$ cat config.mk
export PLATFORM = sky130hd
export DESIGN_NAME = stc_timer
export DESIGN_NICKNAME = d
export VERILOG_FILES = /design/src/design/stc_edge_sync.v /design/src/design/stc_timer.v
export VERILOG_INCLUDE_DIRS = /design/src /design/src/design
export SDC_FILE = /design/constraint.sdc
export NUM_CORES = 1
export LEC_CHECK = 0
export ABC_AREA = 0
export BUFFER_PORTS_ARGS = -buffer_cell sky130_fd_sc_hd__buf_2
export CORE_UTILIZATION = 49
export CTS_CLUSTER_SIZE = 24
export DETAILED_ROUTE_END_ITERATION = 7
export GPL_ROUTABILITY_DRIVEN = 1
export PLACE_DENSITY = 0.8
export SLEW_MARGIN = 20
export SYNTH_ARGS = -nofsm -noshare
export SYNTH_HDL_FRONTEND = slang
export SYNTH_SLANG_ARGS = --single-unit
$ cat constraint.sdc
create_clock -name clk_i -period 2.4 [get_ports clk_i]
set_input_delay 0.24 -clock clk_i [delete_from_list [all_inputs] [get_ports clk_i]]
set_output_delay 0.24 -clock clk_i [all_outputs]
set_load 0.01 [all_outputs]
$ cat src/design/stc_consts.vh
`ifndef STC_CONSTS_VH
`define STC_CONSTS_VH
// Register byte addresses (word aligned)
`define STC_ADDR_CONTROL 8'h10
`define STC_ADDR_COUNT_LOW 8'h14
`define STC_ADDR_COUNT_HIGH 8'h18
`define STC_ADDR_STATUS 8'h1C
// Control field positions
`define STC_BIT_RUN 0
`define STC_BIT_SOURCE 1
`define STC_BIT_SYNC_BYPASS 2
`define STC_BIT_OSC_ENABLE 3
`define STC_BIT_PRESCALE_LO 4
`define STC_BIT_PRESCALE_HI 5
// Status field positions
`define STC_BIT_OVERFLOW 0
`define STC_BIT_TIMEBASE_OK 1
// Reset values
`define STC_CONTROL_RESET 6'h00
`define STC_COUNT_RESET 16'h0000
// Core clock divided by four in timer mode
`define STC_INT_DIV 2'h3
`endif

$ cat src/design/stc_edge_sync.v
`timescale 1ns/100ps
// Two-stage synchroniser followed by a rising-edge pulse generator
module stc_edge_sync
(
	input wire clk_i,
	input wire rst_i,
	input wire async_i,
	output wire level_o,
	output wire rise_o
);
	reg stage1;
	reg stage2;
	reg stage3;
	// First stage feeds only the second stage
	always @(posedge clk_i)
	begin
		if (rst_i)
		begin
			stage1 <= 1'b0;
			stage2 <= 1'b0;
			stage3 <= 1'b0;
		end
		else
		begin
			stage1 <= async_i;
			stage2 <= stage1;
			stage3 <= stage2;
		end
	end
	assign level_o = stage2;
	assign rise_o = stage2 & ~stage3;
endmodule

$ cat src/design/stc_timer.v
`timescale 1ns/100ps
`include "stc_consts.vh"
////////////////////////////////////////////////////////////////////////////////
module stc_timer
(
	input wire clk_i,
	input wire rst_i,
	input wire [7:0] wb_adr_i,
	input wire [31:0] wb_dat_i,
	output reg [31:0] wb_dat_o,
	input wire wb_we_i,
	input wire [3:0] wb_sel_i,
	input wire wb_cyc_i,
	input wire wb_stb_i,
	output reg wb_ack_o,
	output wire wb_err_o,
	input wire sleep_i,
	input wire external_count_pin_i,
	input wire osc_input_pin_i,
	output wire osc_output_pin_o,
	output wire osc_amp_enable_o,
	input wire special_event_i,
	output wire overflow_flag_o,
	output wire timebase_valid_o,
	output wire [15:0] timebase_o
);
	////////////////////////////////////////////////////////////////////////////
	reg [5:0] control;
	reg [7:0] count_low;
	reg [7:0] count_high;
	reg overflow_flag;
	reg [1:0] int_div;
	reg [2:0] prescale;
	reg armed;
	reg prescaler_clear;
	reg async_prev;
	wire run = control[`STC_BIT_RUN];
	wire source_ext = control[`STC_BIT_SOURCE];
	wire sync_bypass = control[`STC_BIT_SYNC_BYPASS];
	wire osc_enable = control[`STC_BIT_OSC_ENABLE];
	wire [1:0] prescale_sel = control[`STC_BIT_PRESCALE_HI:`STC_BIT_PRESCALE_LO];
	wire bus_req = wb_cyc_i & wb_stb_i & ~wb_ack_o;
	wire bus_wr = bus_req & wb_we_i & wb_sel_i[0];
	wire wr_control = bus_wr & (wb_adr_i == `STC_ADDR_CONTROL);
	wire wr_low = bus_wr & (wb_adr_i == `STC_ADDR_COUNT_LOW);
	wire wr_high = bus_wr & (wb_adr_i == `STC_ADDR_COUNT_HIGH);
	wire wr_status = bus_wr & (wb_adr_i == `STC_ADDR_STATUS);
	wire wr_count = wr_low | wr_high;
	wire async_mode = source_ext & sync_bypass;
	////////////////////////////////////////////////////////////////////////////
	// Pin selection; the amplifier drives the output pin only while enabled
	wire ext_raw = osc_enable ? osc_input_pin_i : external_count_pin_i;
	assign osc_amp_enable_o = osc_enable;
	assign osc_output_pin_o = osc_enable & ~osc_input_pin_i;
	// Raw input in the core domain, used for low-level arming and prescaling
	wire ext_level;
	wire ext_rise;
	stc_edge_sync u_pin_sync
	(
		.clk_i(clk_i),
		.rst_i(rst_i),
		.async_i(ext_raw),
		.level_o(ext_level),
		.rise_o(ext_rise)
	);
	////////////////////////////////////////////////////////////////////////////
	// Arm once the pin is sampled low while enabled in counter mode
	always @(posedge clk_i)
	begin
		if (rst_i)
			armed <= 1'b0;
		else if (!(run && source_ext))
			armed <= 1'b0;
		else if (!ext_level)
			armed <= 1'b1;
	end
	// Prescaler counts rising edges of the pin even in sleep, and is cleared
	// on count writes. A pure ripple chain is modelled as a counter clocked
	// by edge pulses so the design keeps a single clock.
	always @(posedge clk_i)
	begin
		if (rst_i)
			prescale <= 3'h0;
		else if (wr_count)
			prescale <= 3'h0;
		else if (ext_rise && armed)
			prescale <= prescale + 3'h1;
	end
	reg presc_out;
	always @*
	begin
		case (prescale_sel)
			2'b00: presc_out = ext_level & armed;
			2'b01: presc_out = prescale[0];
			2'b10: presc_out = prescale[1];
			default: presc_out = prescale[2];
		endcase
	end
	////////////////////////////////////////////////////////////////////////////
	// Synchronised path: the prescaler output gets its own two flops
	wire sync_rise;
	stc_edge_sync u_presc_sync
	(
		.clk_i(clk_i),
		.rst_i(rst_i),
		.async_i(presc_out),
		.level_o(),
		.rise_o(sync_rise)
	);
	// Asynchronous path: edge taken straight from the prescaler output
	always @(posedge clk_i)
	begin
		if (rst_i)
			async_prev <= 1'b0;
		else
			async_prev <= presc_out;
	end
	wire async_rise = presc_out & ~async_prev;
	// Internal divide by four of the core clock
	always @(posedge clk_i)
	begin
		if (rst_i)
			int_div <= 2'h0;
		else if (wr_count)
			int_div <= 2'h0;
		else
			int_div <= int_div + 2'h1;
	end
	wire int_tick = (int_div == `STC_INT_DIV);
	reg int_tick_pre;
	// Internal prescaler; sync bit has no say here
	reg [2:0] int_presc;
	always @(posedge clk_i)
	begin
		if (rst_i)
			int_presc <= 3'h0;
		else if (wr_count)
			int_presc <= 3'h0;
		else if (int_tick && run && !source_ext)
			int_presc <= int_presc + 3'h1;
	end
	always @*
	begin
		case (prescale_sel)
			2'b00: int_tick_pre = int_tick;
			2'b01: int_tick_pre = int_tick & int_presc[0];
			2'b10: int_tick_pre = int_tick & (int_presc[1:0] == 2'b11);
			default: int_tick_pre = int_tick & (int_presc == 3'b111);
		endcase
	end
	////////////////////////////////////////////////////////////////////////////
	// Increment selection by source and sync mode
	reg inc;
	always @*
	begin
		if (!run)
			inc = 1'b0;
		else if (!source_ext)
			inc = int_tick_pre & ~sleep_i;
		else if (sync_bypass)
			inc = async_rise;
		else
			inc = sync_rise & ~sleep_i;
	end
	// Count register: write beats compare trigger, which beats increment
	always @(posedge clk_i)
	begin
		if (rst_i)
		begin
			count_low <= 8'h00;
			count_high <= 8'h00;
		end
		else if (wr_count)
		begin
			if (wr_low)
				count_low <= wb_dat_i[7:0];
			if (wr_high)
				count_high <= wb_dat_i[7:0];
		end
		else if (special_event_i && !async_mode)
		begin
			count_low <= 8'h00;
			count_high <= 8'h00;
		end
		else if (inc)
			{count_high, count_low} <= {count_high, count_low} + 16'h0001;
	end
	wire wrap = inc & ~wr_count & ~(special_event_i & ~async_mode)
		& ({count_high, count_low} == 16'hFFFF);
	// Overflow flag; a new wrap wins over a software clear
	always @(posedge clk_i)
	begin
		if (rst_i)
			overflow_flag <= 1'b0;
		else if (wrap)
			overflow_flag <= 1'b1;
		else if (wr_status && wb_dat_i[`STC_BIT_OVERFLOW])
			overflow_flag <= 1'b0;
	end
	assign overflow_flag_o = overflow_flag;
	assign timebase_valid_o = ~async_mode;
	assign timebase_o = {count_high, count_low};
	////////////////////////////////////////////////////////////////////////////
	// Control register; upper bits unimplemented
	always @(posedge clk_i)
	begin
		if (rst_i)
			control <= `STC_CONTROL_RESET;
		else if (wr_control)
			control <= wb_dat_i[5:0];
	end
	// Bus reply: ack registered one cycle after the request, reads come from registered count bytes,
	// which are always stable in the core domain
	always @(posedge clk_i)
	begin
		if (rst_i)
		begin
			wb_ack_o <= 1'b0;
			wb_dat_o <= 32'h0000_0000;
		end
		else
		begin
			wb_ack_o <= bus_req;
			if (bus_req && !wb_we_i)
			begin
				if (wb_adr_i == `STC_ADDR_CONTROL)
					wb_dat_o <= {26'h000_0000, control};
				else if (wb_adr_i == `STC_ADDR_COUNT_LOW)
					wb_dat_o <= {24'h00_0000, count_low};
				else if (wb_adr_i == `STC_ADDR_COUNT_HIGH)
					wb_dat_o <= {24'h00_0000, count_high};
				else if (wb_adr_i == `STC_ADDR_STATUS)
					wb_dat_o <= {30'h0000_0000, ~async_mode, overflow_flag};
				else
					wb_dat_o <= 32'h0000_0000;
			end
		end
	end
	assign wb_err_o = 1'b0;
endmodule
# Word level (Yosys, flattened, before mapping)
# Cells that the tools add are included.
[op_classes]
muxes = 20
reduce_logical = 17
eq_ne = 12
bitwise_logic = 34
n_addsub = 4
[ops]
columns = ["cell", "n"]
rows = [
  ["8-bit 2-to-1 mux", 11],
  ["8-bit by 5-bit equality test with 1-bit output, second input constant", 4],
  ["1-bit bitwise AND", 23],
  ["16-bit by 1-bit adder with 16-bit output, second input constant", 1],
  ["16-bit equality test, second input constant", 1],
  ["1-bit inverter", 10],
  ["1-bit logical AND", 7],
  ["3-bit by 1-bit adder with 3-bit output, second input constant", 2],
  ["2-bit equality test, second input constant", 3],
  ["1-bit 2-to-1 mux", 6],
  ["1-bit case mux with 3 select lines", 2],
  ["2-bit != test, second input constant", 2],
  ["2-bit AND reduction", 2],
  ["2-bit OR reduction", 2],
  ["3-bit equality test, second input constant", 1],
  ["1-bit zero test", 3],
  ["3-bit nonzero test", 1],
  ["2-bit by 1-bit adder with 2-bit output, second input constant", 1],
  ["2-bit by 1-bit equality test with 1-bit output, second input constant", 1],
  ["2-bit zero test", 1],
  ["2-bit 2-to-1 mux", 1],
  ["2-bit nonzero test", 1],
  ["1-bit bitwise OR", 1],
]
[totals]
input_bits = 53
regBits = 71

# Longest topological paths before layout
# Gate-level depths: netlist of run 1.
[depth]
depth_word = 11
mapped_depth = 9

# Cells and area by module
# Synthesis of run 1 repeated with hierarchy kept, for this count alone.
[unflattened]
hier_cells = 362
hier_area_um2 = 3034.2
[modules_own_cells]
columns = ["module", "area_per_inst_um2", "instances", "cells_each", "seq_area_each_um2"]
rows = [
  ["stc_timer", 2859.0, 1, 348, 840.8],
  ["stc_edge_sync", 87.6, 2, 7, 60.1],
]

# Worst setup path after synthesis of run 1
# Ideal clock, no wire load.
[synth_path]
path_kind = "input -> register"
start = "in wb_adr_i[1]"
end = "reg count_low[0]"
stages = 7
path_buffers = 2
arrival_time_ns = 2.019
setup_slack_ns = 0.253
path_cell_list = "or4b_4 or4_1 buf_2 o2bb2ai_2 buf_6 mux2i_1 nor2_1"
[synth_via]
elab_chain_len = 5
[synth_rtl]
columns = ["element", "line_no", "source"]
rows = [
  ["from (decl)", "stc_timer.v:8", "input wire [7:0] wb_adr_i,"],
  ["8-bit by 5-bit equality test with 1-bit output (no line)", "-", ""],
  ["1-bit bitwise AND (on tied branches)", "stc_timer.v:45, stc_timer.v:46", ""],
  ["1-bit bitwise OR", "stc_timer.v:48", "wire wr_count = wr_low | wr_high;"],
  ["2-bit != test (no line) / 3-bit nonzero test (equally long branches)", "-", ""],
  ["2-bit AND reduction (no line)", "-", ""],
  ["to (signal assigned)", "stc_timer.v:176", "count_low <= wb_dat_i[7:0];"],
  ["to (signal assigned)", "stc_timer.v:186", "{count_high, count_low} <= {count_high, count_low} + 16'h0001;"],
  ["to (decl)", "stc_timer.v:29", "reg [7:0] count_low;"],
]
# Parallel ways exist; a longest one is shown, timed or not.
# A chain may end at the register's enable or synchronous reset.

# Final worst setup path of run 1
[layout_path]
start = "reg control[4]"
end = "reg count_low[2]"
[layout_via]
elab_chain_len = 8
[layout_rtl]
columns = ["element", "line_no", "source"]
rows = [
  ["from (decl)", "stc_timer.v:28", "reg [5:0] control;"],
  ["from (signal assigned)", "stc_timer.v:208", "control <= `STC_CONTROL_RESET;"],
  ["from (signal assigned)", "stc_timer.v:210", "control <= wb_dat_i[5:0];"],
  ["2-bit equality test, or another cell as far along", "stc_timer.v:92, stc_timer.v:144", ""],
  ["1-bit case mux with 3 select lines", "stc_timer.v:92", "case (prescale_sel)"],
  ["1-bit bitwise AND", "stc_timer.v:118", "wire async_rise = presc_out & ~async_prev;"],
  ["1-bit 2-to-1 mux", "stc_timer.v:160", "else if (sync_bypass)"],
  ["1-bit 2-to-1 mux *", "stc_timer.v:158", "else if (!source_ext)"],
  ["1-bit 2-to-1 mux *", "stc_timer.v:156", "if (!run)"],
  ["3-bit nonzero test (no line) *", "-", ""],
  ["2-bit AND reduction (no line) *", "-", ""],
]
# Mark *: on every way between the ends. The rest lies on a longest branch, timed or not.

==> results of run 1 <==
-- sequential cells by signal, summed over array words and instances, names as in the netlist, 2 cells and up --
| name | count |
|---|---|
| control | 6 |
| int_div | 2 |
| int_presc | 3 |
| count_high | 8 |
| count_low | 8 |
| wb_dat_o | 8 |
| prescale | 3 |
-- layout by cell type (no fill, tap or decap), drive strengths merged, types with 2 or more instances in the layout --
master    n
nor2     42
nor4      2
a22o      4
clkbuf    6
a211oi    7
a21oi    24
a22oi     6
or2       5
or3       2
xor2      6
nand3     8
o32ai     4
nand2b    5
nand4     4
xnor2     2
a222oi    2
dfxtp    47
ha        9
nand2    25
conb     25
nor3      9
and4      2
or4       2
inv      12
a21boi    2
o21ai    17
nor2b     9
o31a      3
buf      68
and3      3
mux2i    10
a2111oi   2
nand3b    2
o31ai     3
-- per-layer routing --
metal / global-route usage, % / vias up / wire length (um)
met4: 9.07 / 0 / 193
met5: 0 / - / 0
met1: 30.8 / 1227 / 2930
met3: 4.59 / 26 / 584
li1: - / 1257 / -
met2: 40.5 / 133 / 3390
-- worst min-delay path by stage --
stage | endpoint | slack [ps] | cells past startpoint
2_1_floorplan | control[0] | 380 | 2
3_3_place_gp | int_div[0] | 410 | 1
3_5_place_dp | int_div[0] | 420 | 1
4_1_cts | u_pin_sync.stage1 | 170 | 3
5_1_grt | u_pin_sync.stage1 | 170 | 3
6_report | u_pin_sync.stage1 | 170 | 3
-- final cells by class --
cell class	count	area [um^2]	share of cell area (%)
Clock buffer	6	82.6	2.54
Clock inverter	2	16.3	0.500
Inverter	12	45.0	1.38
Multi-Input combinational cell	260	1670	51.2
Sequential cell	47	941	28.9
Tap cell	72	90.1	2.77
Timing Repair Buffer	68	413	12.7
-- kinds of logic (layout without fill, tap and decap cells) --
logic type                 Yosys count  after routing  share of synthesized area, %
and+or+nand+nor                    123            123                          21.9
buffers and inverters               55             88                          11.4
AOI/OAI and AO/OA                   84             84                          22.9
adders and majority gates            9              9                          3.99
xor gates and xnor gates             8              8                          2.48
muxes                               11             11                          3.94
DFF                                 47             47                          33.3
other                                1             25                         0.133
-- synthesized netlist by cell type (all sizes together) (4+ instances only) --
cell,n,area (um^2)
nand3,8,40.0
buf,33,239
mux2i,10,100
nand4,4,25.0
a22o,4,35.0
nand2,25,93.8
o21ai,17,85.1
a22oi,6,45.0
o32ai,4,42.6
nor3,9,50.1
nand2b,5,31.3
a211oi,7,77.6
ha,9,113
clkbuf,10,37.5
dfxtp,47,941
nor2,42,168
inv,12,45.0
xor2,6,52.6
or2,5,31.3
nor2b,9,56.3
a21oi,24,146
-- critical path: cells and delay by family, from the launching register on --
family,cells,cell delay [ps]
adders and majority gates,1,220
AOI/OAI and AO/OA,6,1300
DFF,1,420
buffers and inverters,2,240
-- through the flow --
step | hold WS [ps] | power (W) | TNS (ps) | area [um^2] | instances
2_1_floorplan | 384 | 0.000964 | 0 | 2910 | 362
3_3_place_gp | 408 | 0.000996 | -88.1 | 3140 | 459
3_5_place_dp | 418 | 0.00100 | -281 | 3140 | 459
4_1_cts | 170 | 0.00151 | 0 | 3240 | 467
5_1_grt | 171 | 0.00158 | 0 | 3250 | 467
6_report | 171 | 0.00150 | 0 | 3250 | 467
-- power by group through the flow --
stage / Clock, W / Combinational [W] / Sequential [W]
floorplan: 0 / 0.000139 / 0.000825
global placement: 0 / 0.000171 / 0.000825
detailed placement: 0 / 0.000175 / 0.000826
CTS: 0.000531 / 0.000176 / 0.000808
global route: 0.000574 / 0.000198 / 0.000810
finish: 0.000516 / 0.000179 / 0.000808
==> impl_metrics.json, run 1 <==
{
  "outcome": "finished, final reports clean",
  "synthArstFlopShare_pct": 0,
  "r2r_end": "count_low[2]",
  "cp-end-kind": "flop",
  "die_h_um": 77.9,
  "cts-htree-levels": 2,
  "hp-class": "in -> reg",
  "route.detailed.drc": 0,
  "finalSetupViolations": 0,
  "die_w_um": 77.9,
  "wirelength_um": 7090,
  "cp-startpoint": "control[4]",
  "min_from": "external_count_pin_i",
  "core_area_mm2": 0.00554,
  "ys.flop_type": "dfxtp_1",
  "cts_resized": 0,
  "reg2reg_from": "control[4]",
  "cp-start-kind": "flop",
  "rsz0062_at_grt": "no",
  "crit_path_max_incr_delay_ps": 420,
  "hpwl_um": 5450,
  "rows": 27,
  "drtAntennaViolNets": 0,
  "path_class": "reg -> reg",
  "grt_overflow": 0,
  "finish.utilization_pct": 58.7,
  "cts_tree": "built",
  "power_frac_comb_pct": 11.9,
  "power_density_mw_per_mm2": 462,
  "synth-seq-area-share_pct": 33.3,
  "dr.pass1.iters": 4,
  "drv_cap": 0,
  "leakage_nw": 1.40,
  "numCtsBuffers": 5,
  "pwr-share-clk_pct": 34.3,
  "cell_internal_pwr_w": 0.00110,
  "grt_use_total_pct": 24.2,
  "clock-skew-final_ps": 9.20,
  "grt_first_pass_wirelength_um": 11500,
  "area_growth_pct": 15.2,
  "drt_iter0_markers": 223,
  "fillers": 533,
  "cts_setup_buffers": 0,
  "clk_latency_ps": 310,
  "synth_edf_count": 0,
  "avgSynthCellArea_um2": 8.35,
  "layout.nets": 456,
  "syn-cell-area_mm2": 0.00282,
  "wl_per_cell_um": 15.2,
  "period_share_pct": 94.3,
  "ios": 107,
  "clk_pin_slew_ps": 90,
  "setup.worst_path.end": "count_low[2]",
  "layout-drive-gt1-share_pct": 25.3,
  "power.switching_w": 0.000408,
  "grt_pass1_vias": 2438,
  "die_area_mm2": 0.00607,
  "ir_drop_mv": 0.270,
  "synth-seq-cells": 47,
  "fmax_mhz": 442,
  "crit_fanout": 8,
  "port_buffers": 54,
  "path_cells": "inv_2, ha_1, a22o_1, a2111oi_0, a211o_2, o2bb2ai_4, buf_12, o21ai_1, a21oi_1",
  "start_util_pct": 51.0,
  "vias": 2643,
  "fin_ws_ps": 138,
  "reg2reg_depth": 9,
  "fin_crit_ps": 2260,
  "clockRootBuffer": "clkbuf_8",
  "ys_warn_count": 0,
  "hold_violations": 0,
  "routed_via_density": 5.66,
  "rrSetupSlack_ps": 140,
  "place_congestion": 0.921,
  "worstPathRequired_ps": 2630,
  "clock_path_buffers": 2,
  "hold_buffers": 0,
  "power_frac_seq_pct": 53.7,
  "grt_max_degree": 23,
  "antenna_found_initial": 0,
  "clock-sinks": 47,
  "n_antenna_cell": 0,
  "ys_types": 60,
  "drv_slew": 0,
  "arrival_ps": 2490,
  "synth_cells": 338,
  "dp_slack_ps": -82.4,
  "sw_frac_of_total_pct": 27.1,
  "slowest_stage": "dfxtp_1"
}
No activity file was read; power rests on OpenSTA's default activity.
==> run 2, diff against run 1 <==
--- a/config.mk
+++ b/config.mk
@@ -7,12 +7,12 @@
 export NUM_CORES = 1
 export LEC_CHECK = 0
 export ABC_AREA = 0
-export BUFFER_PORTS_ARGS = -buffer_cell sky130_fd_sc_hd__buf_2
-export CORE_UTILIZATION = 49
+export CORE_UTILIZATION = 60
 export CTS_CLUSTER_SIZE = 24
 export DETAILED_ROUTE_END_ITERATION = 7
+export DONT_BUFFER_PORTS = 1
 export GPL_ROUTABILITY_DRIVEN = 1
-export PLACE_DENSITY = 0.8
+export PLACE_DENSITY = 0.76
 export SLEW_MARGIN = 20
 export SYNTH_ARGS = -nofsm -noshare
 export SYNTH_HDL_FRONTEND = slang
==> impl_metrics.json, run 2 (synthesis gave the netlist of run 1 again) <==
{
  "cp-startpoint": "control[5]",
  "area_growth_pct": 4.79,
  "reg_top3": "count_high x8, count_low x8, wb_dat_o x8",
  "ios": 107,
  "power.switching_w": 0.000368,
  "rsz0062_at_grt": "no",
  "clockRootBuffer": "clkbuf_8",
  "drv_slew": 0,
  "crit_fanout": 4,
  "antenna_found_initial": 0,
  "grt_use_total_pct": 28.2,
  "routed_via_density": 6.23,
  "worstPathRequired_ps": 2630,
  "die_w_um": 70.6,
  "arrival_ps": 2510,
  "hp-class": "in -> reg",
  "cts_tree": "built",
  "pwr-share-clk_pct": 35.9,
  "power_density_mw_per_mm2": 497,
  "drv_cap": 0,
  "numCtsBuffers": 5,
  "outcome": "finished with violations",
  "reg2reg_depth": 8,
  "rrSetupSlack_ps": 120,
  "cts-htree-levels": 2,
  "wl_per_cell_um": 17.7,
  "rows": 24,
  "clk_latency_ps": 300,
  "ir_drop_mv": 0.244,
  "setup.worst_path.end": "overflow_flag_o",
  "cp-end-kind": "flop",
  "clk_pin_slew_ps": 90,
  "hold_violations": 0,
  "leakage_nw": 1.14,
  "vias": 2462,
  "n_antenna_cell": 0,
  "relSlewSlack_pct": 40.1,
  "finalSetupViolations": 0,
  "sw_frac_of_total_pct": 25.0,
  "die_area_mm2": 0.00499,
  "final_cell_mix": "dfxtp_1, nor2_1, nand2_1, conb_1, a21oi_1",
  "reg2reg_from": "control[5]",
  "tightest_slew_ps": 895,
  "wirelength_um": 7000,
  "hpwl_um": 4940,
  "fillers": 396,
  "layout-drive-gt1-share_pct": 12.2,
  "clock_path_buffers": 2,
  "route.detailed.drc": 8,
  "hold_slack_ps": 32.1,
  "place_congestion": 0.905,
  "final_common_cell": "dfxtp_1",
  "start_util_pct": 63.5,
  "grt_pass1_vias": 2302,
  "tns_ps": 0,
  "clock-sinks": 47,
  "core_area_mm2": 0.00444,
  "fin_crit_ps": 2280,
  "cp-start-kind": "flop",
  "power_frac_comb_pct": 8.9,
  "clock-skew-final_ps": 7.25,
  "drt_iter0_markers": 198,
  "port_buffers": 0,
  "r2r_end": "overflow_flag_o",
  "grt_overflow": 0,
  "layout.nets": 404,
  "dr.pass1.iters": 7,
  "die_h_um": 70.6,
  "finish.utilization_pct": 66.6,
  "drtAntennaViolNets": 0,
  "cts_setup_buffers": 0,
  "period_share_pct": 95.1,
  "fmax_mhz": 438,
  "grt_first_pass_wirelength_um": 11000,
  "failed_checks": "design-rule violations",
  "cell_internal_pwr_w": 0.00110,
  "path_class": "reg -> reg",
  "min_from": "rst_i",
  "grt_max_degree": 22,
  "power_frac_seq_pct": 55.2
}
==> run 2: cell count changes in the layout (fill, tap and decap cells not counted), sizes merged <==
| cell | change |
|---|---|
| buf | -57 |
| dlygate4sd3 | +5 |
| clkbuf | +2 |
| clkinv | -1 |
| clkinvlp | -1 |
==> run 2: how the worst min path moves through the flow <==
stage	depth (start not counted)	endpoint	slack [ps]
2_1_floorplan	2	control[0]	380
6_report	1	count_low[4]	30
3_5_place_dp	1	count_high[6]	310
3_3_place_gp	1	count_high[6]	310
5_1_grt	1	count_low[4]	20
4_1_cts	1	wb_dat_o[7]	0.3
==> run 2: worst max-delay path: stages, from the launching register on <==
cell and delay (ps):
dfxtp_2 350, inv_1 100, ha_1 190, and3_1 190, o2111ai_1 130, a211o_1 390
buf_4 180, or4_1 520, a21oi_1 150
==> run 2: power groups by stage <==
stage / registers, W / clock network, W / logic [W]
after floorplan: 0.000825 / 0 / 0.000139
after global placement: 0.000830 / 0 / 0.000108
after detailed placement: 0.000830 / 0 / 0.000111
after CTS: 0.000811 / 0.000534 / 0.000120
after global routing: 0.000813 / 0.000563 / 0.000146
final: 0.000812 / 0.000527 / 0.000131
==> run 2: repair_timing <==
| action | 4_1_cts | 5_1_grt |
|---|---|---|
| resized for setup | 0 | 5 |
| hold endpoints to repair | 18 | 6 |
| hold buffers | 2 | 3 |
| setup endpoints to repair | 0 | 9 |
==> run 2: routing by layer <==
layer,global-route usage (%),vias up,wire [um]
met5,0,-,0
met4,14.4,0,231
met3,9.26,19,593
met2,43.8,118,3220
met1,35.2,1163,2960
li1,-,1162,-
==> run 2: cell type report <==
class                   count  area (um^2)  area share, %
flip-flops and latches     47          942           31.8
multi-input cells         260         1670           56.4
clock buffers               8          100           3.38
inverters                  12         45.0           1.52
repair buffers             16          136           4.61
well taps                  52         65.1           2.20
==> run 2: through the flow <==
step | worst slack (ps) | area (um^2) | std cells | total power (W)
2_1_floorplan | 253 | 2910 | 362 | 0.000964
3_3_place_gp | 148 | 2790 | 382 | 0.000938
3_5_place_dp | 88.2 | 2790 | 382 | 0.000941
4_1_cts | 69.3 | 2910 | 392 | 0.00147
5_1_grt | 0.937 | 2960 | 395 | 0.00152
6_report | 117 | 2960 | 395 | 0.00147
